===== src/shared/ultc_pkg.sv =====
// What this block does
// - 32-bit test register at 0C4h; reserved bits read-only; fields reset zero except the current trim.
// - bit 22 low enables the full/low-speed driver, high tri-states it.
// - bits 21 and 20 drive the positive and negative lines when enabled.
// - bit 19 reads back the full/low-speed differential receiver output.
// - bits 15:14 mark valid transmit bits; 10 must never be written.
// - the two high-speed transmit bits go to the line lsb first.
// - bit 11 powers the current source; forced on in high-speed mode.
// - bits 10:8 select the high-speed output current step.
// - the current trim is reloaded from its image across usb and lite resets, so a software-written value is not kept.
// - bits 7 to 4 each switch one pull-up or pull-down termination.
// - bit 1 selects high-speed driver low-power or active transmit mode.
// - at power-up trim loads from eeprom, else otp, else 000b.
// - usb or lite reset restores trim to eeprom image, else 000b.
package ultc_pkg;
   // =====================================================================
   // register map
   localparam logic [11:0] ULTC_TEST_OFFS = 12'h0C4;
   localparam logic [31:0] ULTC_WRITE_MASK = 32'h0070F8F2;
   localparam int ULTC_FS_OE_N_BIT = 22;
   localparam int ULTC_FS_POS_BIT = 21;
   localparam int ULTC_FS_NEG_BIT = 20;
   localparam int ULTC_FS_RX_BIT = 19;
   localparam int ULTC_TXVALID_LSB = 14;
   localparam int ULTC_TXDATA_LSB = 12;
   localparam int ULTC_CS_EN_BIT = 11;
   localparam int ULTC_TRIM_LSB = 8;
   localparam int ULTC_TERM_LSB = 4;
   localparam int ULTC_TXACTIVE_BIT = 1;
   // =====================================================================
   // reset values
   localparam logic [31:0] ULTC_RESET_VAL = 32'h00000000;
   localparam logic [2:0] ULTC_TRIM_DEFAULT = 3'h0;
   localparam logic [1:0] ULTC_VALID_ILLEGAL = 2'h2;
   localparam logic [31:0] ULTC_UNMAPPED_DATA = 32'h00000000;
   typedef enum logic [1:0] {
      ULTC_IDLE = 2'b00,
      ULTC_ACK = 2'b01
   } ultc_bus_state_t;
endpackage : ultc_pkg


===== src/hdl/ultc_trim_keeper.sv =====
`timescale 1ns/1ps
module ultc_trim_keeper
   import ultc_pkg::*;
(
   // clock and reset
   input wire logic clock_i,
   input wire logic rstn_i,
   // configuration sources
   input wire logic eeprom_present_i,
   input wire logic [2:0] cfg_output_current_trim_i,
   input wire logic otp_programmed_i,
   input wire logic [2:0] otp_trim_i,
   input wire logic usb_reset_i,
   input wire logic lite_reset_i,
   // software write
   input wire logic sw_we_i,
   input wire logic [2:0] sw_trim_i,
   // current value
   output logic [2:0] trim_o
);
   logic [2:0] trim_reg, trim_next;
   logic [2:0] image_reg, image_next;
   logic loaded_reg, loaded_next;

   always_comb begin
      trim_next = trim_reg;
      image_next = image_reg;
      loaded_next = 1'b1;
      if (!loaded_reg) begin
         // power-up load, caught after reset release
         if (eeprom_present_i) begin
            trim_next = cfg_output_current_trim_i;
         end else if (otp_programmed_i) begin
            trim_next = otp_trim_i;
         end else begin
            trim_next = ULTC_TRIM_DEFAULT;
         end
         image_next = eeprom_present_i ? cfg_output_current_trim_i
                                       : ULTC_TRIM_DEFAULT;
      end else if (usb_reset_i || lite_reset_i) begin
         trim_next = image_reg;
      end else if (sw_we_i) begin
         trim_next = sw_trim_i;
      end
   end

   // rstn_i is the power-up reset only; usb and lite resets never clear
   // this flop, which is what protects the trim image
   always_ff @(posedge clock_i) begin
      if (!rstn_i) begin
         trim_reg <= ULTC_TRIM_DEFAULT;
         image_reg <= ULTC_TRIM_DEFAULT;
         loaded_reg <= 1'b0;
      end else begin
         trim_reg <= trim_next;
         image_reg <= image_next;
         loaded_reg <= loaded_next;
      end
   end

   assign trim_o = trim_reg;
endmodule : ultc_trim_keeper


===== config.mk =====
export PLATFORM = sky130hd
export DESIGN_NAME = ultc_trim_keeper
export DESIGN_NICKNAME = d
export VERILOG_FILES = /design/src/shared/ultc_pkg.sv /design/src/hdl/ultc_trim_keeper.sv
export SDC_FILE = /design/constraint.sdc
export NUM_CORES = 1
export LEC_CHECK = 0
export BUFFER_PORTS_ARGS = -buffer_cell sky130_fd_sc_hd__buf_2
export CORE_AREA = 2 2 39 41
export CTS_CLUSTER_DIAMETER = 50
export DETAILED_ROUTE_END_ITERATION = 8
export DIE_AREA = 0 0 41 43
export GPL_TIMING_DRIVEN = 0
export MAX_ROUTING_LAYER = met4
export PLACE_DENSITY_LB_ADDON = 0.2
export SYNTH_ARGS = -nofsm -noshare
export SYNTH_HDL_FRONTEND = slang
export SYNTH_SLANG_ARGS = --single-unit

===== constraint.sdc =====
create_clock -name clock_i -period 1.6 [get_ports clock_i]
set_clock_uncertainty 0.2 [all_clocks]
set_input_delay 0.24 -clock clock_i [delete_from_list [all_inputs] [get_ports clock_i]]
set_output_delay 0.24 -clock clock_i [all_outputs]
set_load 0.03 [all_outputs]

# Word-level counts from Yosys, hierarchy flattened
# Cells that the tools add are included.
# totals
register_bits	7
inputBits	16
out_inout_bits	3
word_cells	12
# op_classes
eq_ne	1
muxes	7
reduce_logical	1
# op_table
cell	count
$mux W3	6
$ne A3 B2 Y1 const B	1
$logic_or A1 B1 Y1	1
$mux W1	1

# Depth between registers and ports, before layout
# depth
word_depth	3
mapped_depth	3

# Least setup slack after synthesis
# OpenSTA, ideal clock, no wires.
# synth_timing
path_kind	input-to-reg
start	input lite_reset_i
end	register trim_reg[0] (netlist: trim_o[0])
setup_time_ps	139
arrival_time_ps	908
required_time_ps	1261
path_slack_ps	353
cell_stages	3
path_cell_list	or4b_1 o21ai_2 a2111oi_2
# synth_between
elab_chain_len	3
word_cells_on_any_way	4
classes_between	eq/ne: 1; mux: 2; reduce/logical: 1
# synth_lines
item	line	rtl
from (decl)	ultc_trim_keeper.sv:14	input wire logic lite_reset_i,
$logic_or A1 B1 Y1 *	ultc_trim_keeper.sv:40	end else if (usb_reset_i || lite_reset_i) begin
$mux W3	ultc_trim_keeper.sv:40	
$mux W3	ultc_trim_keeper.sv:29	if (!loaded_reg) begin
to (signal assigned)	ultc_trim_keeper.sv:55	trim_reg <= trim_next;
to (decl)	ultc_trim_keeper.sv:21	logic [2:0] trim_reg, trim_next;
# Mark *: on every way between the ends. The rest lies on a longest branch, timed or not.
# A chain may end at the register's enable or synchronous reset.

# Worst setup path in the final report
# layout_timing
start	register loaded_reg
end	register trim_reg[2] (netlist: trim_o[2])
# layout_between
elab_chain_len	1
word_cells_on_any_way	2
classes_between	eq/ne: 1; mux: 1
# layout_lines
item	line	rtl
from (decl)	ultc_trim_keeper.sv:23	logic loaded_reg, loaded_next;
from (signal assigned)	ultc_trim_keeper.sv:57	loaded_reg <= loaded_next;
$ne A3 B2 Y1 (no line) / $mux W3 (equally long branches)	n/a	
# Several ways; a longest one is shown, not always the timed one.

==> impl_metrics.ini <==
[run_status]
status = finished clean

[sta]
rsz0062_at_grt = no
fin_crit_ps = 1370
final_max_slew_viol_count = 0
final.setup.tns_ps = 0
setup_ws_ps = 231
maxSlewHeadroom = 0.745
min_period_over_period = 0.855
whs_ps = 71.3
final-hold-violation-count = 0
fmaxAchievable_mhz = 731
setup_violations = 0
max_slew.worst_pin.slew_ps = 383

[yosys]
netlist_instances = 36
synth_nets = 52
synthMuxAreaShare = 0
yosys_warnings = 0
synth_compound_area_frac = 0.315
synth_seq_area_share = 0.401
yosysUniqueCellTypes = 16
synth_xor_area_frac = 0
synth_top_family_by_area = compound AO/OA/AOI/OAI gates
netlist_area_um2 = 349
syn_area_per_cell_um2 = 9.70
synth-simple-area-share = 0.262
synth-seq-cells = 7
synthAdderAreaFrac = 0

[floorplan]
die-height_um = 43
dieArea_um2 = 1760
num_rows = 14
core-area_um2 = 1380
fp.dieW_um = 41
pin_count = 19
start_util = 0.252

[detailed_routing]
ant_nets = 0
wire_per_inst_um = 10.9
num_vias = 370
drc = 0
drt_first_iter_violations = 2
routed.top_layer = met4
routed_via_density = 4.93
routed-wl-met3_um = 76
m1WireLength_um = 361
drt_wl_total_um = 817
dr.pass1.iters = 2
met2_length_um = 370

[global_routing]
grt_pass1_wl_um = 1340
grt_pass1_vias = 323
grt-ovfl-total = 0
antenna_found_initial = 0
grt_max_degree = 11
track_usage = 0.120

[placed_design]
preCtsSetupSlack_ps = 159
gp_congestion = 0.678
port_buffers = 18
dp_hpwl_um = 660

[critical_path]
critPathSlowestCell = dfxtp_1
path_class = flip-flop to flip-flop
start_kind = flip-flop
crit_chain = clkbuf_1, a221oi_1, a311oi_1
required_ps = 1570
cp_slowest_stage_delay_ps = 390
path_max_fanout = 10
end_kind = flip-flop
cp.arrival_ps = 1340

[power_and_ir_drop]
p_int_w = 0.000315
power_density_nw_per_um2 = 865
power_frac_clock = 0.378
max-vdd-ir-drop_mv = 0.433
power_frac_seq = 0.442
combPwrFrac = 0.180
p_leak_nw = 0.203
p_sw_frac = 0.266
switching_power_w = 0.000114

[finish]
final_nets = 76
post_route_cells_drive_above_1_share = 0.407
multiInputGateArea_um2 = 201
antenna_cells = 0
fill_cells = 143
area_growth_pct = 41.9
seqCellArea_um2 = 140

[clocking]
root_buffer = clkbuf_4
clkLatencyLatePin_ps = 250
cts_tree = done
clkSlewWorstSetupHoldPaths_ps = 50
clockBufferDepth = 2
cts_setup_buffers = 0
cts.sinks = 7
cts_max_level = 1
cts_made_buffers = 3

[worst_hold_path]
hp-class = primary input to flip-flop

[job]
timing.max_cap.violations = 0
==> what timing repair did <==
action	in CTS	in global routing
hold endpoints to repair	1	0
gates resized for setup	0	0
hold buffers	1	0
==> cell families after synthesis <==
family                 count (synthesis)
buffers and inverters                  2
AND/OR/NAND/NOR                       13
AO/OA/AOI/OAI                         14
flip-flops                             7
==> power by group through the flow <==
stage                     sequential (W)  combinational, W  clock, W
after floorplan                 0.000203         0.0000289         0
after global placement          0.000193         0.0000761         0
after detailed placement        0.000193         0.0000760         0
after CTS                       0.000190         0.0000781  0.000166
after global routing            0.000190         0.0000848  0.000178
final                           0.000189         0.0000771  0.000162
==> metal layers <==
| layer | GRT usage | vias up |
|---|---|---|
| li1 | - | 188 |
| met1 | 0.155 | 166 |
| met2 | 0.147 | 14 |
| met3 | 0.0785 | 2 |
| met4 | 0.0400 | 0 |
| met5 | - | - |
==> through the flow <==
stage / power, W / util / instance area, um^2 / instances
6_report: 0.000429 / 0.358 / 495 / 75
5_1_grt: 0.000453 / 0.358 / 495 / 75
4_1_cts: 0.000434 / 0.358 / 495 / 75
3_5_place_dp: 0.000269 / 0.332 / 459 / 70
3_3_place_gp: 0.000269 / 0.332 / 459 / 70
2_1_floorplan: 0.000232 / - / 349 / 36
==> layout make-up <==
cell class                 instances  share of cell area
inverter                           1             0.00758
sequential                         7               0.283
multi-input combinational         27               0.407
timing repair buffer              19               0.202
tap                               16              0.0404
clock buffer                       4              0.0530
buffer                             1             0.00758
==> cell usage after synthesis <==
library cell,n,area [um^2]
a2111oi_2,1,15.0
a31oi_1,2,12.5
nand2_1,5,18.8
dfxtp_1,7,140
inv_1,1,3.75
a21oi_1,3,15.0
nor4b_4,1,23.8
clkbuf_1,1,3.75
a311oi_1,2,17.5
nand3b_1,3,22.5
a221oi_1,3,26.3
o21a_1,2,15.0
nor2b_1,2,12.5
or4b_1,1,10.0
o21ai_2,1,8.76
nor2_1,1,3.75
==> worst max-delay path, delay by kind of cell (launching register included) <==
family	cells	cell delay, ps
DFF	1	390
AOI/OAI and AO/OA	2	350
buffers and inverters	1	340
==> cell usage in the layout, fill, tap and decap left out, drive strengths merged <==
| master | instances |
|---|---|
| o21a | 2 |
| nor4b | 1 |
| clkbuf | 5 |
| dlygate4sd3 | 1 |
| a31oi | 2 |
| o21ai | 1 |
| a311oi | 2 |
| dfxtp | 7 |
| inv | 1 |
| or4b | 1 |
| nand3b | 3 |
| a221oi | 3 |
| nand2 | 5 |
| buf | 18 |
| a2111oi | 1 |
| nor2 | 1 |
| a21oi | 3 |
| nor2b | 2 |
==> path summary, 6_finish.rpt <==
| kind | start | endpoint | slack, ps | depth (start not counted) |
|---|---|---|---|---|
| worst min-delay path | cfg_output_current_trim_i[2] | image_reg[2] | 70 | 3 |
| worst min register to register | image_reg[2] | image_reg[2] | 260 | 2 |
| worst max register to register | loaded_reg | trim_o[2] | 230 | 3 |
| worst max-delay path | loaded_reg | trim_o[2] | 230 | 3 |
Power figures use the tool's default switching activity.
